File: src/inc/acs_pkg.sv
// Constants, field layouts and state encodings of the conversion sequencer
package acs_pkg;
  // Slot count and slot index width
  localparam int NUM_SLOTS = 8;
  localparam int SLOT_W = 3;
  localparam logic [SLOT_W-1:0] LAST_SLOT = 3'h7;
  localparam logic [SLOT_W-1:0] FIRST_SLOT = 3'h0;
  // Slots with a fixed purpose in the device
  localparam logic [SLOT_W-1:0] CURRENT_SLOT = 3'h0;
  localparam logic [SLOT_W-1:0] ZERO_ERROR_SLOT = 3'h6;

  // Slot control word layout
  localparam int CTRL_W = 8;
  localparam int CTRL_EN_BIT = 7;
  localparam int CTRL_RES_HI = 6;
  localparam int CTRL_RES_LO = 4;
  localparam int CTRL_REF_BIT = 3;
  localparam int CTRL_SEL_HI = 2;
  localparam int CTRL_SEL_LO = 0;

  // Input select codes of the analog mux
  localparam logic [2:0] SEL_CURRENT = 3'h0;
  localparam logic [2:0] SEL_INT_TEMP = 3'h1;
  localparam logic [2:0] SEL_THERMISTOR = 3'h2;
  localparam logic [2:0] SEL_PACK = 3'h3;
  localparam logic [2:0] SEL_UPPER_CELL = 3'h4;
  localparam logic [2:0] SEL_LOWER_CELL = 3'h5;
  localparam logic [2:0] SEL_ZERO_ERROR = 3'h6;

  // Reference range bit values
  localparam logic REF_170MV = 1'b0;
  localparam logic REF_340MV = 1'b1;

  // Resolution: code 0 is 9 bits, code 7 is 16 bits, sign included
  localparam int RES_BITS_W = 5;
  localparam logic [RES_BITS_W-1:0] RES_BASE_BITS = 5'h09;

  // Result word layout, sign and magnitude
  localparam int RESULT_W = 16;
  localparam int SIGN_BIT = 15;
  localparam int MAG_W = 15;
  localparam logic [RESULT_W-1:0] RESULT_RESET = 16'h0000;

  // Clock and time base
  localparam longint CLK_HZ = 125_000_000;
  localparam longint TICK_HZ = 131_072;
  localparam int TICK_CYCLES_DEF = int'(CLK_HZ / TICK_HZ);
  localparam int TICK_W = 16;

  // Conversion time unit, multiplied by two to the resolution
  localparam longint CONV_UNIT_NS = 30_520;
  // Rounded to the nearest tick: the printed unit is itself a rounded
  // multiple of the tick, so rounding up would add a whole tick per unit
  localparam longint UNIT_TICKS =
    (CONV_UNIT_NS * TICK_HZ + 64'h0000_0000_1DCD_6500) /
    64'h0000_0000_3B9A_CA00;
  localparam int CONV_CNT_W = 20;

  // Accumulation period
  localparam longint ACC_PERIOD_MS = 500;
  localparam int ACC_TICKS_DEF = int'(TICK_HZ * ACC_PERIOD_MS / 1000);
  localparam int ACC_CNT_W = 18;
  localparam int ACC_W = 32;
  localparam logic [ACC_W-1:0] ACC_RESET = 32'h0000_0000;

  // Sequencer states, Gray coded along idle, setup, convert
  typedef enum logic [1:0] {
    ACS_IDLE = 2'b00,
    ACS_SETUP = 2'b01,
    ACS_CONV = 2'b11
  } acs_state_t;
endpackage

File: src/logic/acs_sequencer.sv
// Eight-slot conversion sequencer with result store and charge accumulation
//
// Notes on behaviour
// - Repeat one-to-eight-conversion cycles while enabled.
// - Visit slot controls in order, run each.
// - Enabled slot converts; disabled slot is skipped.
// - Result lands in the same slot's register.
// - Three-bit select routes one of seven sources.
// - Enable 7, resolution 6-4, range 3, select 2-0.
// - Resolution code gives 9 to 16 bits.
// - Conversion lasts 30.52 us times two-to-n.
// - Range bit zero 170 mV, one 340 mV.
// - Results sign-magnitude, sign in bit 15.
// - Select code zero routes sense input.
// - Zero-error source shorts converter input internally.
// - Slot purposes fixed; slot six forced short.
// - Accumulators and timers use slot zero only.
// - Accumulate every 500 ms when enabled.
// - Positive sign to charge, negative to discharge.
// - All timing from 131072 Hz time base.
module acs_sequencer
  import acs_pkg::*;
#(
  parameter int TICK_CYCLES = TICK_CYCLES_DEF,
  parameter int ACC_TICKS = ACC_TICKS_DEF
) (
  input wire logic clock_i,
  input wire logic reset_i,
  input wire logic adc_enable_i,
  input wire logic accum_enable_i,
  input wire logic [CTRL_W-1:0] current_slot_control_i,
  input wire logic [CTRL_W-1:0] internal_temp_slot_control_i,
  input wire logic [CTRL_W-1:0] external_temp_slot_control_i,
  input wire logic [CTRL_W-1:0] pack_voltage_slot_control_i,
  input wire logic [CTRL_W-1:0] upper_cell_slot_control_i,
  input wire logic [CTRL_W-1:0] lower_cell_slot_control_i,
  input wire logic [CTRL_W-1:0] zero_error_slot_control_i,
  input wire logic [CTRL_W-1:0] spare_slot_control_i,
  input wire logic adc_sign_i,
  input wire logic [MAG_W-1:0] adc_mag_i,
  output logic [2:0] mux_sel_o,
  output logic mux_short_o,
  output logic ref_range_o,
  output logic [RES_BITS_W-1:0] res_bits_o,
  output logic adc_start_o,
  output logic adc_busy_o,
  output logic [SLOT_W-1:0] active_slot_o,
  output logic time_tick_o,
  output logic [RESULT_W-1:0] current_slot_result_o,
  output logic [RESULT_W-1:0] internal_temp_result_o,
  output logic [RESULT_W-1:0] external_temp_result_o,
  output logic [RESULT_W-1:0] pack_voltage_result_o,
  output logic [RESULT_W-1:0] upper_cell_result_o,
  output logic [RESULT_W-1:0] lower_cell_result_o,
  output logic [RESULT_W-1:0] zero_error_result_o,
  output logic [RESULT_W-1:0] spare_slot_result_o,
  output logic [ACC_W-1:0] charge_accumulator_o,
  output logic [ACC_W-1:0] discharge_accumulator_o,
  output logic [ACC_W-1:0] charge_time_counter_o,
  output logic [ACC_W-1:0] discharge_time_counter_o
);

  // Slot controls gathered into one indexable array
  logic [CTRL_W-1:0] ctrl_w [NUM_SLOTS];
  // Result store, one word per slot
  logic [RESULT_W-1:0] res_q [NUM_SLOTS];

  // Time base tick divider
  logic [TICK_W-1:0] tick_cnt_q;
  logic [TICK_W-1:0] tick_cnt_d;
  logic tick_w;
  // Accumulation period counter in time base ticks
  logic [ACC_CNT_W-1:0] acc_cnt_q;
  logic [ACC_CNT_W-1:0] acc_cnt_d;
  logic acc_due_w;

  // Sequencer state and visited slot
  acs_state_t state_q;
  acs_state_t state_d;
  logic [SLOT_W-1:0] slot_q;
  logic [SLOT_W-1:0] slot_d;
  // Conversion length counter, in time base ticks
  logic [CONV_CNT_W-1:0] conv_cnt_q;
  logic [CONV_CNT_W-1:0] conv_cnt_d;

  // Latched settings that drive the analog front end
  logic [2:0] sel_q;
  logic short_q;
  logic ref_q;
  logic [RES_BITS_W-1:0] bits_q;
  logic start_q;

  // Accumulators and time counters
  logic [ACC_W-1:0] chg_acc_q;
  logic [ACC_W-1:0] dis_acc_q;
  logic [ACC_W-1:0] chg_time_q;
  logic [ACC_W-1:0] dis_time_q;

  // Fields of the visited slot's control word
  logic [CTRL_W-1:0] cur_ctrl_w;
  logic slot_en_w;
  logic [2:0] res_code_w;
  logic range_w;
  logic [2:0] sel_w;
  logic [RES_BITS_W-1:0] bits_w;
  logic [CONV_CNT_W-1:0] conv_len_w;
  logic short_w;
  logic conv_done_w;
  logic take_slot_w;
  logic skip_slot_w;
  logic [SLOT_W-1:0] next_slot_w;
  logic [RESULT_W-1:0] new_result_w;
  logic [MAG_W-1:0] acc_mag_w;
  logic acc_sign_w;
  logic acc_step_w;

  // Control ports in slot order
  assign ctrl_w[0] = current_slot_control_i;
  assign ctrl_w[1] = internal_temp_slot_control_i;
  assign ctrl_w[2] = external_temp_slot_control_i;
  assign ctrl_w[3] = pack_voltage_slot_control_i;
  assign ctrl_w[4] = upper_cell_slot_control_i;
  assign ctrl_w[5] = lower_cell_slot_control_i;
  assign ctrl_w[6] = zero_error_slot_control_i;
  assign ctrl_w[7] = spare_slot_control_i;

  // Field decode of the visited slot
  assign cur_ctrl_w = ctrl_w[slot_q];
  assign slot_en_w = cur_ctrl_w[CTRL_EN_BIT];
  assign res_code_w = cur_ctrl_w[CTRL_RES_HI:CTRL_RES_LO];
  assign range_w = cur_ctrl_w[CTRL_REF_BIT];
  assign sel_w = cur_ctrl_w[CTRL_SEL_HI:CTRL_SEL_LO];
  // Code 0 gives 9 bits, code 7 gives 16 bits
  assign bits_w = RES_BASE_BITS + {2'b00, res_code_w};
  // Length is the unit tick count shifted by the resolution
  assign conv_len_w = CONV_CNT_W'(UNIT_TICKS) << bits_w;
  // Offset code, or the dedicated slot, shorts the input internally
  assign short_w = (sel_w == SEL_ZERO_ERROR) ||
                   (slot_q == ZERO_ERROR_SLOT);

  // Slot sequencing decisions
  assign take_slot_w = (state_q == ACS_SETUP) && adc_enable_i &&
                       slot_en_w;
  assign skip_slot_w = (state_q == ACS_SETUP) && adc_enable_i &&
                       !slot_en_w;
  // One extra tick edge so the first partial tick never shortens it
  assign conv_done_w = (state_q == ACS_CONV) && adc_enable_i && tick_w &&
                       (conv_cnt_q == '0);
  // Slot seven wraps back to slot zero
  assign next_slot_w = (slot_q == LAST_SLOT) ? FIRST_SLOT :
                       slot_q + 3'h1;
  // Sign in the top bit, magnitude below it
  assign new_result_w = {adc_sign_i, adc_mag_i};

  // Time base tick: 125 MHz divided down to the 131072 Hz rate
  assign tick_w = (tick_cnt_q == TICK_W'(TICK_CYCLES - 1));
  assign tick_cnt_d = tick_w ? '0 : tick_cnt_q + 16'h0001;
  assign acc_due_w = tick_w &&
                     (acc_cnt_q == ACC_CNT_W'(ACC_TICKS - 1));
  assign acc_cnt_d = acc_due_w ? '0 :
                     (tick_w ? acc_cnt_q + 18'h00001 : acc_cnt_q);

  // Time base counters
  always_ff @(posedge clock_i) begin
    if (reset_i) begin
      tick_cnt_q <= '0;
      acc_cnt_q <= '0;
    end else begin
      tick_cnt_q <= tick_cnt_d;
      acc_cnt_q <= acc_cnt_d;
    end
  end

  // Next state, slot and conversion counter
  always_comb begin
    state_d = state_q;
    slot_d = slot_q;
    conv_cnt_d = conv_cnt_q;
    case (state_q)
      ACS_IDLE: begin
        // Every cycle starts from slot zero
        slot_d = FIRST_SLOT;
        if (adc_enable_i) begin
          state_d = ACS_SETUP;
        end
      end
      ACS_SETUP: begin
        if (!adc_enable_i) begin
          state_d = ACS_IDLE;
        end else if (slot_en_w) begin
          // Load the length and start converting
          state_d = ACS_CONV;
          conv_cnt_d = conv_len_w;
        end else begin
          // Disabled slot costs one clock and is passed by
          slot_d = next_slot_w;
        end
      end
      ACS_CONV: begin
        if (!adc_enable_i) begin
          // Disabling aborts; the slot keeps its old result
          state_d = ACS_IDLE;
        end else if (conv_done_w) begin
          state_d = ACS_SETUP;
          slot_d = next_slot_w;
        end else if (tick_w) begin
          conv_cnt_d = conv_cnt_q - 20'h00001;
        end
      end
      default: begin
        state_d = ACS_IDLE;
        slot_d = FIRST_SLOT;
      end
    endcase
  end

  // Sequencer registers
  always_ff @(posedge clock_i) begin
    if (reset_i) begin
      state_q <= ACS_IDLE;
      slot_q <= FIRST_SLOT;
      conv_cnt_q <= '0;
    end else begin
      state_q <= state_d;
      slot_q <= slot_d;
      conv_cnt_q <= conv_cnt_d;
    end
  end

  // Front-end settings, latched when a slot is taken
  always_ff @(posedge clock_i) begin
    if (reset_i) begin
      sel_q <= SEL_CURRENT;
      short_q <= 1'b0;
      ref_q <= REF_170MV;
      bits_q <= RES_BASE_BITS;
      start_q <= 1'b0;
    end else begin
      start_q <= take_slot_w;
      if (take_slot_w) begin
        sel_q <= sel_w;
        short_q <= short_w;
        ref_q <= range_w;
        bits_q <= bits_w;
      end
    end
  end

  // Result store: only the finishing slot's word changes, as a whole
  for (genvar s = 0; s < NUM_SLOTS; s++) begin : g_result
    always_ff @(posedge clock_i) begin
      if (reset_i) begin
        res_q[s] <= RESULT_RESET;
      end else if (conv_done_w && (slot_q == SLOT_W'(s))) begin
        res_q[s] <= new_result_w;
      end
    end
  end

  // Accumulation reads the slot zero result only
  assign acc_sign_w = res_q[CURRENT_SLOT][SIGN_BIT];
  assign acc_mag_w = res_q[CURRENT_SLOT][MAG_W-1:0];
  assign acc_step_w = acc_due_w && accum_enable_i;

  // Charge and discharge sums and their time counters
  always_ff @(posedge clock_i) begin
    if (reset_i) begin
      chg_acc_q <= ACC_RESET;
      dis_acc_q <= ACC_RESET;
      chg_time_q <= ACC_RESET;
      dis_time_q <= ACC_RESET;
    end else if (acc_step_w) begin
      if (!acc_sign_w) begin
        // Positive reading is charge current
        chg_acc_q <= chg_acc_q + {17'h00000, acc_mag_w};
        chg_time_q <= chg_time_q + 32'h0000_0001;
      end else begin
        // Negative reading is discharge current
        dis_acc_q <= dis_acc_q + {17'h00000, acc_mag_w};
        dis_time_q <= dis_time_q + 32'h0000_0001;
      end
    end
  end

  // Front-end and status outputs
  assign mux_sel_o = sel_q;
  assign mux_short_o = short_q;
  assign ref_range_o = ref_q;
  assign res_bits_o = bits_q;
  assign adc_start_o = start_q;
  assign adc_busy_o = (state_q == ACS_CONV);
  assign active_slot_o = slot_q;
  assign time_tick_o = tick_w;

  // Result outputs straight from the store
  assign current_slot_result_o = res_q[0];
  assign internal_temp_result_o = res_q[1];
  assign external_temp_result_o = res_q[2];
  assign pack_voltage_result_o = res_q[3];
  assign upper_cell_result_o = res_q[4];
  assign lower_cell_result_o = res_q[5];
  assign zero_error_result_o = res_q[6];
  assign spare_slot_result_o = res_q[7];

  // Accumulator outputs
  assign charge_accumulator_o = chg_acc_q;
  assign discharge_accumulator_o = dis_acc_q;
  assign charge_time_counter_o = chg_time_q;
  assign discharge_time_counter_o = dis_time_q;

endmodule

File: config.mk
export PLATFORM = sky130hd
export DESIGN_NAME = acs_sequencer
export DESIGN_NICKNAME = d
export VERILOG_FILES = /design/src/inc/acs_pkg.sv /design/src/logic/acs_sequencer.sv
export SDC_FILE = /design/constraint.sdc
export NUM_CORES = 1
export LEC_CHECK = 0
export BUFFER_PORTS_ARGS = -buffer_cell sky130_fd_sc_hd__buf_2
export CAP_MARGIN = 20
export CORE_MARGIN = 4
export CORE_UTILIZATION = 35
export CTS_CLUSTER_DIAMETER = 40
export DETAILED_ROUTE_END_ITERATION = 7
export REMOVE_ABC_BUFFERS = 1
export SYNTH_ARGS = -nofsm -noshare
export SYNTH_HDL_FRONTEND = slang
export SYNTH_SLANG_ARGS = --single-unit
File: constraint.sdc
create_clock -name clock_i -period 3 [get_ports clock_i]
set_input_delay 0.45 -clock clock_i [delete_from_list [all_inputs] [get_ports clock_i]]
set_output_delay 0.45 -clock clock_i [all_outputs]
set_load 0.02 [all_outputs]
=== Word-level counts from Yosys, hierarchy flattened ===
Memories as Yosys holds them, arrays and structs flattened.
Index checks and enable logic that the tools add are counted.

* $add $sub $neg: 9
* Order comparisons: 1
* Eq/ne operators: 22
* Shift operators: 1
* Mux-type cells: 55
* Bitwise operators: 10
* Reductions and logical operators: 27

{| class="wikitable"
|+ Operators with widths
! kind !! number
|-
| $mux 16 || 8
|-
| $mux 20 || 5
|-
| $add 32x1->32 const B || 2
|-
| $add 32x15->32 || 2
|-
| $pmux 20 s2 || 1
|-
| $mux 1 || 26
|-
| $bmux 8 s3 || 1
|-
| $logic_not 20->1 || 1
|-
| $shl 3x5->20 const A || 1
|-
| $sub 20x1->20 const B || 1
|-
| $add 18x1->18 const B || 1
|-
| $eq 18x16->1 const B || 1
|-
| $add 16x1->16 const B || 1
|-
| $eq 16x10->1 const B || 1
|-
| $mux 8 || 2
|-
| $eq 3x3->1 const B || 5
|-
| $logic_and 1x1->1 || 15
|-
| $mux 3 || 5
|-
| $ne 2x2->1 const B || 6
|-
| $mux 2 || 5
|-
| $or 1x1->1 || 8
|-
| $eq 3x2->1 const B || 2
|-
| $pmux 2 s3 || 1
|-
| $pmux 3 s2 || 1
|-
| 20 further kinds || 23
|}

* Register bits after elaboration: 198
* Memory bits (writable): 128
* Bits of input ports: 84
* Output and inout port bits: 272
* Word-level logic and storage cells: 140
* Memories kept: 1

{| class="wikitable"
|+ Memory list
! name !! depth !! bits a word !! rd ports !! clocked after Yosys merged registers in !! write ports !! line !! source
|-
| res_q || 8 || 16 || 8 || 0 || 8 || acs_sequencer.sv:66 || <nowiki>logic [RESULT_W-1:0] res_q [NUM_SLOTS];</nowiki>
|}

=== Longest topological paths before layout ===
* Depth in word-level cells: 9
* Gate-level depth with buffers: 12

=== Least setup slack after synthesis ===
Ideal clock, no wire load.

* Path kind: register to register
* Start: register slot_q[0], in the netlist active_slot_o[0]
* End: register conv_cnt_q[9]
* Library setup time: 0.065 ns
* Arrival time: 2.799 ns
* Required time: 2.935 ns
* Setup slack: 0.136 ns
* Stages on the path, launching flop included: 12
* Buffers on the path: 1
* Period minus slack after synthesis: 2.864 ns
* Path through: dfxtp_1 buf_2 mux4_2 mux2i_1 inv_1 ha_1 ha_1 nor2_1 nand2_1 o22ai_1 a22oi_1 nor2_1

* Cells in the longest elaborated chain, start to end: 9
* Elaborated cells on any way between the ends: 11
* Classes of those cells: add/sub: 1; eq/ne: 1; shift: 1; mux: 6; bitwise: 1; reduce/logical: 1

{| class="wikitable"
|+ RTL lines
! element !! line !! source
|-
| from (decl) || acs_sequencer.sv:80 || <nowiki>logic [SLOT_W-1:0] slot_q;</nowiki>
|-
| from (signal assigned) || acs_sequencer.sv:225 || <nowiki>slot_q <= slot_d;</nowiki>
|-
| $not 3->4 (implied by the code) (*) || acs_sequencer.sv:128 || <nowiki>assign cur_ctrl_w = ctrl_w[slot_q];</nowiki>
|-
| $bmux 8 s3 (*) || acs_sequencer.sv:128 ||
|-
| $mux 8 (implied by the code) (*) (2 in series) || acs_sequencer.sv:128 ||
|-
| $add 4x3->5 || acs_sequencer.sv:134 || <nowiki>assign bits_w = RES_BASE_BITS + {2'b00, res_code_w};</nowiki>
|-
| $shl 3x5->20 || acs_sequencer.sv:136 || <nowiki>assign conv_len_w = CONV_CNT_W'(UNIT_TICKS) << bits_w;</nowiki>
|-
| $mux 20 || acs_sequencer.sv:190 || <nowiki>end else if (slot_en_w) begin</nowiki>
|-
| $mux 20 || acs_sequencer.sv:188 || <nowiki>if (!adc_enable_i) begin</nowiki>
|-
| $pmux 20 s2 || acs_sequencer.sv:179 || <nowiki>case (state_q)</nowiki>
|-
| to (signal assigned) || acs_sequencer.sv:226 || <nowiki>conv_cnt_q <= conv_cnt_d;</nowiki>
|-
| to (decl) || acs_sequencer.sv:83 || <nowiki>logic [CONV_CNT_W-1:0] conv_cnt_q;</nowiki>
|}

Mark *: on every way between the ends. The rest lies on a longest branch, timed or not. The select of a mux whose other input is x is not followed.
A chain may end at the register's enable or synchronous reset.

==> metrics.md <==
| Metric | Value |
|---|---|
| Maximum vdd drop | `about 0.45 mV` |
| ANT cells | `0` |
| Setup Viol. Count Final | `0` |
| Mapped Cells | `1588` |
| Num CTS Buffers | `57` |
| Hold-fix buffers, CTS | `0` |
| Slew Viols, Final | `0` |
| Vias | `13.5k` |
| CTS sink cnt | `326` |
| Critical setup path kind | `reg -> reg` |
| GRT Util Overall | `between 10% and 20%` |
| Largest net degree at the start of global routing | `73` |
| Detailed Routing Iterations Pass 1 | `6` |
| Power, Total | `around 0.012 W` |
| Post-synth EDFFs | `128` |
| Iter 0 DRT Violations | `1138` |
| Commonest non-fill, non-tap cell in the layout | `buf_2` |
| Initial Util | `35.5%` |
| Crit Path Max Fanout | `6` |
| Avg Cell Area, Syn | `between 9 and 10 µm²` |
| Max Cap Viol | `0` |
| Critical R2R Launch | `res_q[0][0]` |
| Drt wl/cell | `18.1 µm` |
| Root buf cell | `clkbuf_16` |
| Routed WL | `roughly 48 mm` |
| Worst-Skew Late Latency | `0.60 ns` |
| Final hold slack | `around 0.16 ns` |
| RSZ-0062 raised after global routing | `false` |
| Final #Nets | `2124` |
| Share of flip-flops with an asynchronous set or reset | `0%` |
| Startpoint Class | `flip-flop` |
| Least-Margin Pin Slew | `around 0.7 ns` |
| FF+latch count, synth | `326` |
| Multi-input gate area | `7510 µm²` |
| Worst path arrival time | `3.32 ns` |
| Synthesized cell area | `15800 µm²` |
| Residual DRC | `0` |
| Vias in the first global route | `13.2k` |
| Sequential cell area fraction in the yosys report | `49.5%` |
| Die Y-Extent | `220 µm` |
| I/O pin total | `356` |
| Reg2reg end | `charge_accumulator_o[26]` |
| Fmax | `0.359 GHz` |
| R2R depth | `9` |
| Post-DRT Antenna Nets | `0` |
| Netlist cell types | `slightly below 80` |
| R2R setup slack | `0.21 ns` |
| Reg clk slew, reported paths | `0.05 ns` |
| YS warnings | `0` |
| Die area | `between 40000 and 50000 µm²` |
| Final hold vios | `0` |
| Core ar. | `44400 µm²` |
| Hold Path Cell Cnt | `2` |
| Area grow syn2layout | `29.3%` |
| DPL Wire Length | `34.6 mm` |
| Clock skew | `0.0269 ns` |
| Drt via density | `5.14` |
| Tmin final | `2.79 ns` |
| Most frequent cells in the layout | `buf_2, nor2_1, dfxtp_1` |
| RePlAce Congestion | `0.900` |
| Total grt overflow | `0` |
| LEAKAGE | `8.82 nW` |
| CP Capture Type | `flip-flop` |
| Clk buf depth | `3` |
| Die width | `220 µm` |
| Layout cell share with drive strength beyond 1 | `roughly 28%` |
| CTS tree | `yes` |
| CP required | `3.53 ns` |
| Worst hold path class | `in -> reg` |
| Pwr dens | `around 570 nW/µm²` |
| Slew headroom | `between 50 and 60%` |
| Status | `completed` |
| Initial antenna violation count | `0` |
| First-pass GRT wire length | `73.2 mm` |
| Final period util | `between 90% and 100%` |
| Dominant synthesized flop cell | `dfxtp_1` |
| Filler instances | `4222` |
| Endpoint, Worst Hold | `state_q[0]` |
| Hold_sp | `adc_enable_i` |
| FF/Latch Area | `7810 µm²` |
| H-tree depth | `2` |
| Rows | `77` |
| I/O Buffers | `355` |
## layer usage
metal / track usage [%] / part of all wire (%) / wire (µm)
met2: 30.6 / 46 / 22000
met5: 0 / 0 / 0
met4: 6.49 / 2.7 / 1300
met1: 24.2 / 42 / 20200
met3: 5.62 / 8.7 / 4130
## power by group
part | switching [W] | internal (W)
logic | 0.000377 | 0.000184
registers | 0.0000375 | 0.00467
clock network | 0.00245 | 0.00395
total | 0.00286 | 0.00881
## worst max-delay path by stage
| stage | startpoint | to | slack, ns | cells past startpoint |
|---|---|---|---|---|
| floorplan | active_slot_o[0] | conv_cnt_q[9] | -0.27 | 10 |
| global route | active_slot_o[0] | conv_cnt_q[5] | 0.02 | 10 |
| CTS | res_q[0][10] | charge_accumulator_o[29] | 0.17 | 8 |
| detailed placement | res_q[0][8] | charge_accumulator_o[31] | 0.19 | 8 |
| global placement | res_q[0][10] | charge_accumulator_o[31] | 0.29 | 8 |
| finish | res_q[0][0] | charge_accumulator_o[26] | 0.21 | 9 |
## layout make-up
| class | count | share of cell area [%] |
|---|---|---|
| sequential | 326 | 38.3 |
| clock inverter | 38 | 1.94 |
| inverter | 37 | 0.682 |
| timing repair buffer | 417 | 11.1 |
| multi-input combinational | 1150 | 36.9 |
| clock buffer | 69 | 7.47 |
| tap | 592 | 3.64 |
## synth_stat cells, types with 49 or more instances
| cell type | n | area [µm²] |
|---|---|---|
| a21oi_1 | 68 | 340 |
| and2_1 | 56 | 350 |
| and3_1 | 101 | 632 |
| clkbuf_1 | 57 | 214 |
| dfxtp_1 | 198 | 3960 |
| edfxtp_1 | 128 | 3840 |
| ha_1 | 49 | 613 |
| nand2_1 | 127 | 477 |
| nand3_1 | 59 | 295 |
| nor2_1 | 206 | 773 |
| xnor2_1 | 62 | 543 |
| xor2_1 | 72 | 631 |
## critical path, stage by stage, from the launching register on
cell	delay [ns]
edfxtp_1	0.40
ha_1	0.20
fa_1	0.22
a21oi_1	0.10
o22a_1	0.26
a32o_1	0.32
o21ba_2	0.27
or2_1	0.27
or4_1	0.52
a21oi_1	0.16
## flip-flops by register name, summed over array words and instances (netlist names)
register,count
tick_cnt_q,16
discharge_accumulator_o,32
mux_short_o,1
mux_sel_o,3
state_q,2
ref_range_o,1
acc_cnt_q,18
active_slot_o,3
res_q,128
conv_cnt_q,20
adc_start_o,1
charge_time_counter_o,32
res_bits_o,5
discharge_time_counter_o,32
charge_accumulator_o,32
## per-stage QoR
stage	util, %	worst slack [ns]	setup TNS, ns	std cells	cell area, µm²
final	45.9	0.212	0	2629	20400
after global routing	45.9	0.0229	0	2629	20400
after CTS	45.9	0.170	0	2629	20400
after detailed placement	41.6	0.186	0	2522	18500
after global placement	41.6	0.291	0	2522	18500
after floorplan	-	-0.267	-3.74	1513	15400
## kinds of logic (layout without fill, tap and decap cells)
family | Yosys count | after routing | share of synthesized area [%]
DFF | 326 | 326 | 49.5
buffers and inverters | 112 | 561 | 2.92
muxes | 32 | 32 | 3.34
and+or+nand+nor | 740 | 740 | 24.6
xor gates and xnor gates | 134 | 134 | 7.45
AOI/OAI and AO/OA | 193 | 193 | 7.97
adders and majority gates | 51 | 51 | 4.14
## what timing repair did
item | in CTS | in global routing
endpoints found under the hold margin | 0 | 0
setup buffers | 0 | 0
resized for setup | 0 | 1
setup endpoints to repair | 0 | 2
(Power assumes the default switching activity.)
